<file path="src/core/mss_pkg.sv">
// Shared constants and types of the multi-speed select block
package mss_pkg;
  // ==========================================================
  // Sizes
  localparam int FREQ_W = 16;
  localparam int IDX_W  = 4;
  localparam int SLOTS  = 16;
  localparam int NTERM  = 5;
  localparam int CODE_W = 8;
  localparam int SYNC_STAGES = 2;
  // ==========================================================
  // Terminal function codes and source setting
  localparam logic [CODE_W-1:0] FC_SEL_BIT0 = 8'h02;
  localparam logic [CODE_W-1:0] SRC_MULTI   = 8'h02;
  // ==========================================================
  // Byte offsets on the register bus
  localparam logic [11:0] OFS_CTRL      = 12'h000;
  localparam logic [11:0] OFS_KEYPAD    = 12'h004;
  localparam logic [11:0] OFS_LIMIT     = 12'h008;
  localparam logic [11:0] OFS_SRC       = 12'h00C;
  localparam logic [11:0] OFS_PARAM     = 12'h010;
  localparam logic [11:0] OFS_STATUS    = 12'h014;
  localparam logic [11:0] OFS_MONITOR   = 12'h018;
  localparam logic [11:0] OFS_TERM_FUNCTION_VIEW_KEY = 12'h01C;
  localparam logic [11:0] OFS_SLOT      = 12'h040;
  localparam logic [11:0] OFS_STEP      = 12'h004;
  // ==========================================================
  // Field positions
  localparam int CTRL_STORE_SEL = 0;
  localparam int CTRL_STORE_DIR = 1;
  localparam int CTRL_UP        = 2;
  localparam int CTRL_DOWN      = 3;
  localparam int STAT_RUN       = 0;
  localparam int STAT_IDX_LSB   = 4;
  // ==========================================================
  // Values after reset
  localparam logic [FREQ_W-1:0] RST_LIMIT  = 16'h01F4;
  localparam logic [FREQ_W-1:0] RST_FREQ   = 16'h0000;
  localparam logic [CODE_W-1:0] RST_SRC    = 8'h02;
  localparam logic [NTERM-1:0][CODE_W-1:0] RST_FUNCTION_VIEW_KEY =
    {8'h05, 8'h04, 8'h03, 8'h02, 8'h01};
  // ==========================================================
  // Bus constants and states
  localparam logic [2:0] HSIZE_WORD = 3'h2;
  typedef enum logic [1:0] {
    MSS_BUS_IDLE  = 2'b00,
    MSS_BUS_WRITE = 2'b01,
    MSS_BUS_READ  = 2'b10
  } mss_bus_st_t;
endpackage

</file>
<file path="src/core/mss_sel_if.sv">
// Carrier between synchroniser, index decoder and core
`timescale 1ns/100ps
interface mss_sel_if import mss_pkg::*; ();
  logic [NTERM-1:0]             term;
  logic                         run;
  logic [NTERM-1:0][CODE_W-1:0] function_view_key;
  logic [IDX_W-1:0]             index;
  modport sync_mp (output term, output run);
  modport dec_mp  (input term, input function_view_key, output index);
  modport core_mp (input run, input index, output function_view_key);
endinterface

</file>
<file path="src/core/mss_sync.sv">
// Two-flop synchroniser for terminal and run pins
`timescale 1ns/100ps
module mss_sync import mss_pkg::*; #(
  parameter int STAGES = SYNC_STAGES
) (
  // Clock and reset
  input  wire logic             sys_clk,
  input  wire logic             rst,
  // Pins
  input  wire logic [NTERM-1:0] term_in,
  input  wire logic             run_cmd,
  // Synchronised side
  mss_sel_if.sync_mp            sel
);
  if (STAGES < 2) begin : g_chk
    $error("mss_sync needs at least two stages");
  end

  typedef struct packed {
    logic [STAGES-1:0][NTERM:0] pipe;
  } mss_sync_t;

  mss_sync_t s;
  mss_sync_t next_s;

  // ==========================================================
  // Shift; only the last stage is read outside
  always_comb begin
    next_s = s;
    next_s.pipe = {s.pipe[STAGES-2:0], {run_cmd, term_in}};
  end

  always_ff @(posedge sys_clk) begin
    if (rst) begin
      s <= '0;
    end else begin
      s <= next_s;
    end
  end

  assign sel.term = s.pipe[STAGES-1][NTERM-1:0];
  assign sel.run  = s.pipe[STAGES-1][NTERM];
endmodule

</file>
<file path="src/core/mss_index_dec.sv">
// Forms the speed index from terminal states and their functions
`timescale 1ns/100ps
module mss_index_dec import mss_pkg::*; #(
  parameter int NBITS = IDX_W
) (
  // Terminal side
  mss_sel_if.dec_mp sel
);
  if (NBITS < 1 || NBITS > IDX_W) begin : g_chk
    $error("mss_index_dec index width out of range");
  end

  // ==========================================================
  // Each index bit is the OR of terminals carrying its code
  always_comb begin
    sel.index = '0;
    for (int b = 0; b < NBITS; b++) begin
      for (int t = 0; t < NTERM; t++) begin
        if (sel.function_view_key[t] == FC_SEL_BIT0 + CODE_W'(b) && sel.term[t]) begin // RULE_01 RULE_02 RULE_03 RULE_04
          sel.index[b] = 1'b1;
        end
      end
    end
    // Unassigned bits stay 0 from the default above RULE_17
  end
endmodule

</file>
<file path="src/core/mss_top.sv">
// Multi-speed select: speed bank, index, keypad editing, AHB-Lite slave
// What this block does
// RULE_01 - Terminal code 02 gives index bit 0
// RULE_02 - Terminal code 03 gives index bit 1
// RULE_03 - Terminal code 04 gives index bit 2
// RULE_04 - Terminal code 05 gives index bit 3
// RULE_05 - Sixteen individually writable speed slots
// RULE_06 - Slot changes only on a store press
// RULE_07 - Speeds above maximum limit cannot take effect
// RULE_08 - Monitor reports present output frequency
// RULE_09 - Operator reads monitor, not keypad, while running
// RULE_10 - Operator stops drive before terminal programming
// RULE_11 - Stopped: keypad shows terminal-selected slot
// RULE_12 - Store while stopped writes selected slot
// RULE_13 - Slots editable directly by parameter number
// RULE_14 - Up to sixteen target frequencies by index
// RULE_15 - Index zero selects the first slot
// RULE_16 - Fewer inputs assigned from bit 0 upward
// RULE_17 - Unassigned index bits read as zero
// RULE_18 - Target follows index one cycle after sync
`timescale 1ns/100ps
module mss_top import mss_pkg::*; #(
  parameter logic [FREQ_W-1:0] LIMIT_RESET = RST_LIMIT
) (
  // Clock and reset
  input  wire logic              sys_clk,
  input  wire logic              rst,
  // AHB-Lite slave
  input  wire logic              hsel,
  input  wire logic [31:0]       haddr,
  input  wire logic [1:0]        htrans,
  input  wire logic              hwrite,
  input  wire logic [2:0]        hsize,
  input  wire logic              hready,
  input  wire logic [31:0]       hwdata,
  output logic      [31:0]       hrdata,
  output logic                   hreadyout,
  output logic                   hresp,
  // Drive pins
  input  wire logic [NTERM-1:0]  term_in,
  input  wire logic              run_cmd,
  // Results
  output logic      [FREQ_W-1:0] output_freq_monitor,
  output logic      [FREQ_W-1:0] target_freq,
  output logic      [IDX_W-1:0]  speed_index
);
  if (LIMIT_RESET == '0) begin : g_chk
    $error("mss_top maximum limit must not reset to zero");
  end

  // ==========================================================
  // Sizes and map the logic can serve
  if (SLOTS != (1 << IDX_W)) begin : g_chk_slots
    $error("mss_top slot count must match the index width");
  end
  if (FREQ_W > 32 || CODE_W > 32) begin : g_chk_width
    $error("mss_top register fields must fit one bus word");
  end
  if (NTERM < IDX_W) begin : g_chk_term
    $error("mss_top needs a terminal for every index bit");
  end
  if (OFS_TERM_FUNCTION_VIEW_KEY + 4 * NTERM > OFS_SLOT) begin : g_chk_map
    $error("mss_top terminal functions overlap the slot bank");
  end
  if (OFS_SLOT + 4 * SLOTS > 4096) begin : g_chk_span
    $error("mss_top slot bank leaves the decoded window");
  end
  if (STAT_IDX_LSB + IDX_W > 32) begin : g_chk_stat
    $error("mss_top status index field must fit one bus word");
  end

  typedef struct packed {
    mss_bus_st_t                   st;
    logic [11:0]                   addr;
    logic                          hit;
    logic [31:0]                   rdata;
    logic                          ready;
    logic                          resp;
    logic [FREQ_W-1:0]             keypad_freq_setting;
    logic [FREQ_W-1:0]             max_freq_limit;
    logic [CODE_W-1:0]             freq_source_select;
    logic [IDX_W-1:0]              param_sel;
    logic [NTERM-1:0][CODE_W-1:0]  term_function_view_key;
    logic [SLOTS-1:0][FREQ_W-1:0]  slot;
    logic [IDX_W-1:0]              idx;
    logic                          run_q;
    logic [FREQ_W-1:0]             target;
    logic [FREQ_W-1:0]             monitor;
  } mss_state_t;

  mss_state_t s;
  mss_state_t next_s;

  mss_sel_if sel ();

  logic              take_xfer;
  logic              wr_now;
  logic              store_sel;
  logic              store_dir;
  logic              key_up;
  logic              key_down;
  logic [FREQ_W-1:0] src_freq;
  logic [FREQ_W-1:0] lim_freq;

  // ==========================================================
  // Pin synchroniser and index decoder
  mss_sync #(
    .STAGES (SYNC_STAGES)
  ) u_sync (
    .sys_clk (sys_clk),
    .rst     (rst),
    .term_in (term_in),
    .run_cmd (run_cmd),
    .sel     (sel.sync_mp)
  );

  mss_index_dec #(
    .NBITS (IDX_W)
  ) u_dec (
    .sel (sel.dec_mp)
  );

  assign sel.function_view_key = s.term_function_view_key;

  // ==========================================================
  // Read multiplexer
  function automatic logic [31:0] read_mux(
    input mss_state_t st
  );
    logic [31:0] d;
    d = '0;
    if (st.hit) begin
      case (st.addr)
        OFS_CTRL: begin
          // Command pulses leave nothing to read back
          d = '0;
        end
        OFS_KEYPAD: begin
          d[FREQ_W-1:0] = st.keypad_freq_setting;
        end
        OFS_LIMIT: begin
          d[FREQ_W-1:0] = st.max_freq_limit;
        end
        OFS_SRC: begin
          d[CODE_W-1:0] = st.freq_source_select;
        end
        OFS_PARAM: begin
          d[IDX_W-1:0] = st.param_sel;
        end
        OFS_STATUS: begin
          d[STAT_RUN] = sel.run;
          d[STAT_IDX_LSB +: IDX_W] = st.idx;
        end
        OFS_MONITOR: begin
          d[FREQ_W-1:0] = st.monitor; // RULE_08
        end
        default: begin
          for (int i = 0; i < NTERM; i++) begin
            if (st.addr == OFS_TERM_FUNCTION_VIEW_KEY + 12'(i * 4)) begin
              d[CODE_W-1:0] = st.term_function_view_key[i];
            end
          end
          for (int i = 0; i < SLOTS; i++) begin
            if (st.addr == OFS_SLOT + 12'(i * 4)) begin
              d[FREQ_W-1:0] = st.slot[i];
            end
          end
        end
      endcase
    end
    return d;
  endfunction

  // ==========================================================
  // Frequency source and clamp
  always_comb begin
    if (s.freq_source_select == SRC_MULTI) begin
      src_freq = s.slot[sel.index]; // RULE_14 RULE_15
    end else begin
      src_freq = s.keypad_freq_setting;
    end
    // A slot above the limit runs at the limit RULE_07
    if (src_freq > s.max_freq_limit) begin
      lim_freq = s.max_freq_limit;
    end else begin
      lim_freq = src_freq;
    end
  end

  // ==========================================================
  // Command pulses decoded from a write data phase
  always_comb begin
    take_xfer = hsel && hready && htrans[1];
    wr_now    = (s.st == MSS_BUS_WRITE) && s.hit;
    store_sel = 1'b0;
    store_dir = 1'b0;
    key_up    = 1'b0;
    key_down  = 1'b0;
    if (wr_now && s.addr == OFS_CTRL) begin
      store_sel = hwdata[CTRL_STORE_SEL];
      store_dir = hwdata[CTRL_STORE_DIR];
      key_up    = hwdata[CTRL_UP];
      key_down  = hwdata[CTRL_DOWN];
    end
  end

  // ==========================================================
  // Next state
  always_comb begin
    next_s = s;
    next_s.resp = 1'b0;

    // Data phase of a pending transfer
    case (s.st)
      MSS_BUS_READ: begin
        // One wait cycle so a read just after a write sees it
        next_s.rdata = read_mux(s);
        next_s.ready = 1'b1;
        next_s.st    = MSS_BUS_IDLE;
      end
      MSS_BUS_WRITE: begin
        next_s.st = MSS_BUS_IDLE;
      end
      MSS_BUS_IDLE: begin
        next_s.st = MSS_BUS_IDLE;
      end
      default: begin
        // Unused code falls back to idle and releases the bus
        next_s.st    = MSS_BUS_IDLE;
        next_s.ready = 1'b1;
      end
    endcase

    // Address phase
    // A new address may arrive during a write data phase
    if (take_xfer) begin
      next_s.addr = haddr[11:0];
      next_s.hit  = (haddr[31:12] == 20'h00000) && (hsize == HSIZE_WORD);
      if (hwrite) begin
        next_s.st    = MSS_BUS_WRITE;
        next_s.ready = 1'b1;
      end else begin
        next_s.st    = MSS_BUS_READ;
        next_s.ready = 1'b0;
      end
    end

    // Index tracking and keypad view while stopped
    next_s.idx   = sel.index;
    next_s.run_q = sel.run;
    // Entering stop also shows the selected slot, even with the same index
    if (!sel.run && (sel.index != s.idx || s.run_q)) begin
      next_s.keypad_freq_setting = s.slot[sel.index]; // RULE_11
    end

    // Keypad up/down editing, held inside 0..limit
    // Up wins when both keys are pressed below the limit; at the limit down applies
    if (key_up && s.keypad_freq_setting < s.max_freq_limit) begin
      next_s.keypad_freq_setting = s.keypad_freq_setting + 16'h0001;
    end else if (key_down && s.keypad_freq_setting != '0) begin
      next_s.keypad_freq_setting = s.keypad_freq_setting - 16'h0001;
    end

    // Register writes
    if (wr_now) begin
      case (s.addr)
        OFS_CTRL, OFS_STATUS, OFS_MONITOR: begin
          // Command pulses and read-only words store nothing
        end
        OFS_KEYPAD: begin
          next_s.keypad_freq_setting = hwdata[FREQ_W-1:0];
        end
        OFS_LIMIT: begin
          next_s.max_freq_limit = hwdata[FREQ_W-1:0];
        end
        OFS_SRC: begin
          next_s.freq_source_select = hwdata[CODE_W-1:0];
        end
        OFS_PARAM: begin
          // Selecting a parameter shows its stored value
          next_s.param_sel = hwdata[IDX_W-1:0];
          next_s.keypad_freq_setting = s.slot[hwdata[IDX_W-1:0]]; // RULE_13
        end
        default: begin
          for (int i = 0; i < NTERM; i++) begin
            if (s.addr == OFS_TERM_FUNCTION_VIEW_KEY + 12'(i * 4)) begin
              next_s.term_function_view_key[i] = hwdata[CODE_W-1:0];
            end
          end
        end
      endcase
    end

    // Stores: slot contents never change otherwise RULE_05 RULE_06
    if (store_dir) begin
      next_s.slot[s.param_sel] = s.keypad_freq_setting; // RULE_13
    end
    // Terminal store is refused while the drive runs RULE_10
    if (store_sel && !sel.run) begin
      next_s.slot[sel.index] = s.keypad_freq_setting; // RULE_12
      next_s.keypad_freq_setting = s.keypad_freq_setting; // RULE_12
    end

    // Target and monitor
    // Monitor idles at zero so a stopped drive never shows a speed
    next_s.target = lim_freq; // RULE_18
    if (sel.run) begin
      next_s.monitor = lim_freq; // RULE_08
    end else begin
      next_s.monitor = '0;
    end
  end

  // ==========================================================
  // State register
  always_ff @(posedge sys_clk) begin
    if (rst) begin
      s                     <= '0;
      s.st                  <= MSS_BUS_IDLE;
      s.ready               <= 1'b1;
      s.keypad_freq_setting <= RST_FREQ;
      s.max_freq_limit      <= LIMIT_RESET;
      s.freq_source_select  <= RST_SRC;
      s.term_function_view_key           <= RST_FUNCTION_VIEW_KEY;
      s.rdata               <= '0;
      s.resp                <= 1'b0;
      s.slot                <= '0;
      s.idx                 <= '0;
      s.target              <= '0;
      s.monitor             <= '0;
    end else begin
      s <= next_s;
    end
  end

  // ==========================================================
  // Outputs, all from flops
  assign hrdata              = s.rdata;
  assign hreadyout           = s.ready;
  assign hresp               = s.resp;
  assign output_freq_monitor = s.monitor;
  assign target_freq         = s.target;
  assign speed_index         = s.idx;
endmodule

</file>
<file path="config.mk">
export PLATFORM = sky130hd
export DESIGN_NAME = mss_top
export DESIGN_NICKNAME = d
export VERILOG_FILES = /design/src/core/mss_pkg.sv /design/src/core/mss_sel_if.sv /design/src/core/mss_sync.sv /design/src/core/mss_index_dec.sv /design/src/core/mss_top.sv
export SDC_FILE = /design/constraint.sdc
export NUM_CORES = 1
export LEC_CHECK = 0
export ABC_AREA = 1
export BUFFER_PORTS_ARGS = -buffer_cell sky130_fd_sc_hd__buf_2
export CAP_MARGIN = 10
export CORE_UTILIZATION = 45
export CTS_BUF_LIST = sky130_fd_sc_hd__clkbuf_2 sky130_fd_sc_hd__clkbuf_4 sky130_fd_sc_hd__clkbuf_8
export DETAILED_ROUTE_END_ITERATION = 7
export HOLD_SLACK_MARGIN = 0.06
export RECOVER_POWER = 25
export REMOVE_ABC_BUFFERS = 1
export SETUP_SLACK_MARGIN = 0.02
export SYNTH_ARGS = -nofsm -noshare
export SYNTH_HDL_FRONTEND = slang
export SYNTH_SLANG_ARGS = --single-unit
</file>
<file path="constraint.sdc">
create_clock -name sys_clk -period 4.6 [get_ports sys_clk]
set_input_delay 0.23 -clock sys_clk [delete_from_list [all_inputs] [get_ports sys_clk]]
set_output_delay 0.23 -clock sys_clk [all_outputs]
set_load 0.005 [all_outputs]
</file>
==> results.py, run 1 <==
metrics = {
    "sta": {
        "drv_slew": 63,
        "worst_slew_pin_slew_ns": 3.69,
        "clock-skew-final_ns": 0.0277,
        "fin_hold_ws_ns": 0.125,
        "finalSetupViolations": 0,
        "finalSetupTns_ns": 0,
        "fin_ws_ns": 0.174,
        "post-route-min-period_ns": 4.43,
        "clock.fmax_ghz": 0.226,
        "hold_viol": 0,
        "period_share": 0.962,
        "maxSlewHeadroom": -1.46,
    },
    "clocking": {
        "clock-sinks": 421,
        "clkSlewWorstSetupHoldPaths_ns": 0.06,
        "h-tree-depth": 3,
        "numCtsBuffers": 79,
        "cts_tree": "built",
        "insertion_delay_ns": 0.70,
        "clock_path_buffers": 3,
        "cts-root-buf": "clkbuf_8",
    },
    "grt": {
        "antenna_found_initial": 6,
        "grt.total_usage": 0.402,
        "gr-total-overflow": 0,
        "grt_pass1_wl_um": 166000,
        "grt_max_degree": 165,
        "grt_pass1_vias": 25600,
    },
    "placed_design": {
        "dp_hpwl_um": 80800,
        "placed_cells_incl_taps": 4478,
        "dp_slack_ns": 0.133,
        "finalWeightedCongestion": 1.04,
        "numPortBuffers": 115,
    },
    "setup_path": {
        "worstSetupEndpointType": "flip-flop",
        "required_ns": 5.17,
        "cp_common_cell": "nand2_1",
        "worstPathArrival_ns": 4.99,
        "slowest_delay_ns": 0.37,
        "cp_max_fo": 11,
        "path_buf_inv": 8,
        "cp_top_family": "simple AND/OR/NAND/NOR gates",
        "slowest_stage": "nor2_4",
        "worstSetupStartpointType": "flip-flop",
        "worstSetupPathType": "reg2reg",
    },
    "routing": {
        "routedWlPerCell_um": 24.7,
        "drtAntennaViolNets": 0,
        "vias_per_cell": 5.97,
        "drt_first_pass_iters": 7,
        "num_vias": 27900,
        "drcViolationCount": 0,
        "drtIter0Drc": 3553,
        "routed_wl_um": 115000,
    },
    "layout": {
        "finalNetCount": 4023,
        "instances_no_fill": 4662,
        "mostFrequentLayoutCell": "nand2_1",
        "drive_gt1_frac": 0.124,
        "syn_to_final_growth_pct": 14.0,
        "most-common-layout-cells": "591 x nand2_1, 554 x a21oi_1, 550 x o21ai_0, 417 x dfxtp_1, 383 x nor2_1",
    },
    "power_and_ir_drop": {
        "p_sw_frac": 0.315,
        "pwr-share-clk": 0.416,
        "p_total_uw": 9150,
        "pwr-share-comb": 0.171,
        "internal_power_uw": 6270,
        "powerDensity_mw_per_mm2": 324,
        "seqPwrFrac": 0.413,
        "p_switching_uw": 2880,
        "max-vdd-ir-drop_v": 0.000251,
        "static-leakage-power_uw": 0.0114,
    },
    "hold_path": {
        "hp-class": "in2reg",
    },
    "yosys": {
        "ys.warnings.count": 0,
        "synth.area.top_cells": "dfxtp_1 34%, a21oi_1 11%, o21ai_0 11%",
        "ys.flop_type": "dfxtp_1",
        "ys_types": 65,
        "avgSynthCellArea_um2": 6.53,
        "synth_top_area_share": 0.340,
        "synth_edf_count": 0,
        "syn_area_mm2": 0.0248,
        "async_flop_share": 0,
        "synth_seq_area_share": 0.340,
        "postSynthCellCount": 3796,
        "ys_ff_latch": 421,
        "synth_top_cell_by_area": "dfxtp_1",
    },
    "floorplanning": {
        "die_area_mm2": 0.0560,
        "rows": 85,
        "die_w_um": 237,
        "design.core.area_mm2": 0.0541,
        "initial_core_util": 0.458,
        "die_h_um": 237,
        "io_pins": 150,
    },
    "outcome": {
        "outcome": "complete, but fails checks",
        "violations": "capacitance limit, slew limit",
    },
    "job": {
        "maxCapViolCount": 2,
    },
}
## cell usage after synthesis, types with 3 or more instances
cell	instances
o22ai_1	44
nor3_2	5
o211ai_1	31
a2111oi_0	3
or2_1	15
a221oi_1	12
xor2_1	17
buf_4	75
a21oi_1	556
nor4_1	7
nor2_4	3
o2111ai_1	7
nand2_1	593
nand3b_1	3
nand3_1	147
nor2_1	385
o21ai_2	19
inv_2	20
nor2_2	12
nand4_1	61
a311oi_1	11
buf_2	55
clkbuf_1	165
dfxtp_1	421
a211oi_1	31
inv_1	363
a31oi_1	18
o21ai_1	21
ha_1	34
a22oi_1	12
o21ai_0	555
buf_1	9
buf_6	8
nor3_1	23
clkinv_1	13
o221ai_1	4
## power by group through the flow
stage	registers [uW]	logic (uW)	clock network (uW)
floorplan	3830	736	0
global placement	3850	1460	0
detailed placement	3850	1460	0
CTS	3770	1490	3820
global route	3780	1650	4000
finish	3780	1560	3810
## worst register-to-register path: cells and delay by family (launching register included)
kind	cells	cell delay [ns]
fa+ha+maj	1	0.31
simple gates	18	2.45
buf+inv	8	1.04
flops	1	0.36
compound gates	2	0.15
## registers in the layout, summed over array words and instances (netlist names)
signal,flops
u_sync.sel.term,5
speed_index,4
u_sync.next_s,6
hreadyout,1
target_freq,16
output_freq_monitor,16
u_sync.sel.run,1
s,356
hrdata,16
## path summary, 6_finish.rpt
path	start	slack, ns	end	cells past startpoint
max	s[308]	0.17	target_freq[2]	29
min	hready	0.13	s[423]	3
min reg2reg	u_sync.next_s[11]	0.40	u_sync.sel.run	2
max reg2reg	s[308]	0.17	target_freq[2]	29
## logic make-up after synthesis
family,share of synthesized area
other,0.000151
buffers and inverters,0.125
AOI/OAI and AO/OA,0.295
xor gates and xnor gates,0.00601
adders and majority gates,0.0172
DFF,0.340
and+or+nand+nor,0.217
## area by class of cell
class	count	area [um^2]
Antenna cell	2	5.00
Clock buffer	117	1470
Clock inverter	19	131
Fill cell	5655	25900
Inverter	398	1520
Multi-Input combinational cell	2679	13400
Sequential cell	421	8430
Tap cell	696	871
Timing Repair Buffer	330	2470
## repair_timing
| item | 4_1_cts | 5_1_grt |
|---|---|---|
| gates resized for setup | 0 | 26 |
| buffers inserted | 0 | 5 |
| endpoints found under the hold margin | 61 | 0 |
| hold buffers | 41 | 0 |
| setup endpoints to repair | 0 | 31 |
## stage by stage
stage | util | instance area (um^2)
after floorplan | - | 23200
after global routing | 0.522 | 28200
final | 0.522 | 28200
after detailed placement | 0.483 | 26200
after global placement | 0.483 | 26200
after CTS | 0.520 | 28200
## per-layer routing
layer,track usage,wire [um],vias up
li1,-,-,13000
met1,0.519,46100,12900
met2,0.597,48600,1649
met3,0.100,12500,380
met4,0.258,7940,8
met5,0,51,-
Note: power is estimated with default switching activity, not from simulation.
==> run 2, diff against run 1 <==
--- a/config.mk
+++ b/config.mk
@@ -8,10 +8,11 @@
 export ABC_AREA = 1
 export BUFFER_PORTS_ARGS = -buffer_cell sky130_fd_sc_hd__buf_2
 export CAP_MARGIN = 10
-export CORE_UTILIZATION = 45
+export CORE_UTILIZATION = 60
 export CTS_BUF_LIST = sky130_fd_sc_hd__clkbuf_2 sky130_fd_sc_hd__clkbuf_4 sky130_fd_sc_hd__clkbuf_8
 export DETAILED_ROUTE_END_ITERATION = 7
 export HOLD_SLACK_MARGIN = 0.06
+export PLACE_DENSITY = 0.79
 export RECOVER_POWER = 25
 export REMOVE_ABC_BUFFERS = 1
 export SETUP_SLACK_MARGIN = 0.02
==> run 2 against run 1 <==
Effect of this change:
- final area decreased by 2.0%
- total power decreased by 0.69%
- setup slack got worse by 0.022 ns
- sequential cell count unchanged
- final cell count decreased by 4.4%
- sequential power about the same
- largest cell class unchanged
- critical path depth decreased by 2
- maximum frequency decreased by 0.49%
- the flow finishes with violations (DRC, capacitance limit, slew limit)
==> results.py, run 2 (synthesis results as in run 1) <==
metrics = {
    "floorplanning": {
        "die_w_um": 205,
        "rows": 74,
        "die_h_um": 205,
        "initial_core_util": 0.608,
        "design.core.area_mm2": 0.0407,
        "die_area_mm2": 0.0421,
        "io_pins": 150,
    },
    "layout": {
        "most-common-layout-cells": "587 x nand2_1, 556 x a21oi_1, 553 x o21ai_0, 421 x dfxtp_1, 386 x nor2_1",
        "finalNetCount": 3982,
        "drive_gt1_frac": 0.105,
        "largest_register_ffs": 356,
        "finalInstanceArea_mm2": 0.0277,
        "top_register": "s",
        "mostFrequentLayoutCell": "nand2_1",
        "instances_no_fill": 4455,
        "nFillCells": 3786,
        "syn_to_final_growth_pct": 11.7,
    },
    "placed_design": {
        "finalWeightedCongestion": 1.07,
        "dp_hpwl_um": 76200,
        "numPortBuffers": 115,
        "dp_slack_ns": 0.190,
        "place_area_mm2": 0.0257,
        "placed_cells_incl_taps": 4279,
    },
    "setup_path": {
        "r2r_cells": 27,
        "timing.rr.end": "output_freq_monitor[12]",
        "reg2reg_from": "s[312]",
        "worstPathArrival_ns": 5.01,
        "cp_max_fo": 13,
        "worstSetupPathType": "reg2reg",
        "cp-startpoint": "s[312]",
        "worstSetupStartpointType": "flip-flop",
        "crit_end": "output_freq_monitor[12]",
        "worstSetupEndpointType": "flip-flop",
        "required_ns": 5.16,
        "reg2reg_slack_ns": 0.15,
    },
    "outcome": {
        "violations": "DRC, capacitance limit, slew limit",
        "outcome": "complete, but fails checks",
    },
    "grt": {
        "gr-total-overflow": 0,
        "grt.total_usage": 0.518,
        "antenna_found_initial": 7,
        "met3_usage": 0.169,
        "met1_usage": 0.639,
        "use_met2": 0.740,
        "grt_max_degree": 180,
        "grt_pass1_vias": 24900,
        "grt_pass1_wl_um": 158000,
        "busiest_layer": "met2",
    },
    "clocking": {
        "insertion_delay_ns": 0.70,
        "numCtsBuffers": 72,
        "clock-sinks": 421,
        "cts_tree": "built",
        "clock_path_buffers": 3,
        "h-tree-depth": 3,
        "cts-root-buf": "clkbuf_8",
        "clkSlewWorstSetupHoldPaths_ns": 0.07,
    },
    "sta": {
        "clock-skew-final_ns": 0.0425,
        "hold_viol": 0,
        "worst_slew_pin_slew_ns": 3.55,
        "maxSlewHeadroom": -1.37,
        "fin_ws_ns": 0.153,
        "drv_slew": 60,
        "period_share": 0.967,
        "finalSetupViolations": 0,
        "post-route-min-period_ns": 4.45,
        "rsz0062_at_grt": "yes",
        "clock.fmax_ghz": 0.225,
    },
    "power_and_ir_drop": {
        "max-vdd-ir-drop_v": 0.000353,
        "powerDensity_mw_per_mm2": 328,
        "static-leakage-power_uw": 0.0111,
        "p_total_uw": 9080,
    },
    "routing": {
        "drcViolationCount": 1,
        "routed_wl_um": 112000,
        "routedWlPerCell_um": 25.1,
        "vias_per_cell": 6.37,
        "drtIter0Drc": 4574,
        "drtAntennaViolNets": 0,
        "drt_first_pass_iters": 8,
        "num_vias": 28400,
    },
    "hold_path": {
        "hp-class": "in2reg",
    },
    "job": {
        "maxCapViolCount": 2,
    },
}
-- run 2: layout make-up --
class	instances	area [um^2]	area share
flip-flops and latches	421	8430	0.305
diodes	5	12.5	0.000452
multi-input cells	2679	13300	0.482
repair buffers	295	2140	0.0775
clock inverters	26	251	0.00909
repair inverters	1	6.26	0.000226
inverters	398	1520	0.0549
well taps	532	666	0.0241
clock buffers	98	1310	0.0472
-- run 2: how the worst min path moves through the flow --
stage / from / end / cells after the start
after global routing: hready / s[422] / 3
after global placement: u_sync.next_s[11] / u_sync.sel.run / 2
final: hready / s[412] / 3
after detailed placement: u_sync.next_s[11] / u_sync.sel.run / 2
after floorplan: rst / hrdata[0] / 1
after CTS: hready / s[413] / 3
-- run 2: critical path, stage by stage (launching register included) --
cell and delay (ns):
dfxtp_1 0.37, inv_1 0.07, nand3_1 0.08, nor3_1 0.04
nand2_1 0.07, nand3_1 0.12, nor2_4 0.40, clkinv_4 0.19
nand2_8 0.11, buf_4 0.19, nor2_1 0.05, a21oi_1 0.14
nand2_1 0.07, nand2_1 0.31, nand2_1 0.15, nor2_4 0.23
nand2_1 0.09, o21ai_2 0.09, ha_1 0.28, a21oi_1 0.15
o221ai_1 0.17, a21oi_1 0.16, o21ai_1 0.08, nand2_2 0.15
clkinv_4 0.13, or2_1 0.26, nand3_1 0.11, nor2_1 0.05
-- run 2: per-stage QoR --
step                      hold WS [ns]  TNS (ns)   util
after CTS                       0.0900         0  0.678
final                            0.129         0  0.679
after detailed placement         0.394         0  0.630
after global placement           0.389         0  0.630
after floorplan                  0.299    -32.89      -
after global routing             0.155   -0.0364  0.679
-- run 2: timing repair --
| item | in CTS | in global routing |
|---|---|---|
| setup buffers | 0 | 3 |
| endpoints found under the setup margin | 0 | 32 |
| hold endpoints to repair | 68 | 0 |
| hold buffers | 42 | 0 |
| resized for setup | 0 | 24 |
-- run 2: metal layers --
metal | wire [um] | vias up
li1 | - | 12900
met1 | 40000 | 12900
met2 | 45700 | 2099
met3 | 16100 | 516
met4 | 10100 | 4
met5 | 31 | -
-- run 2: report_power, final --
group          total (uW)  internal, uW  switching, uW
clock network        3770          2070           1700
registers            3770          3700           67.8
logic                1540           445           1100
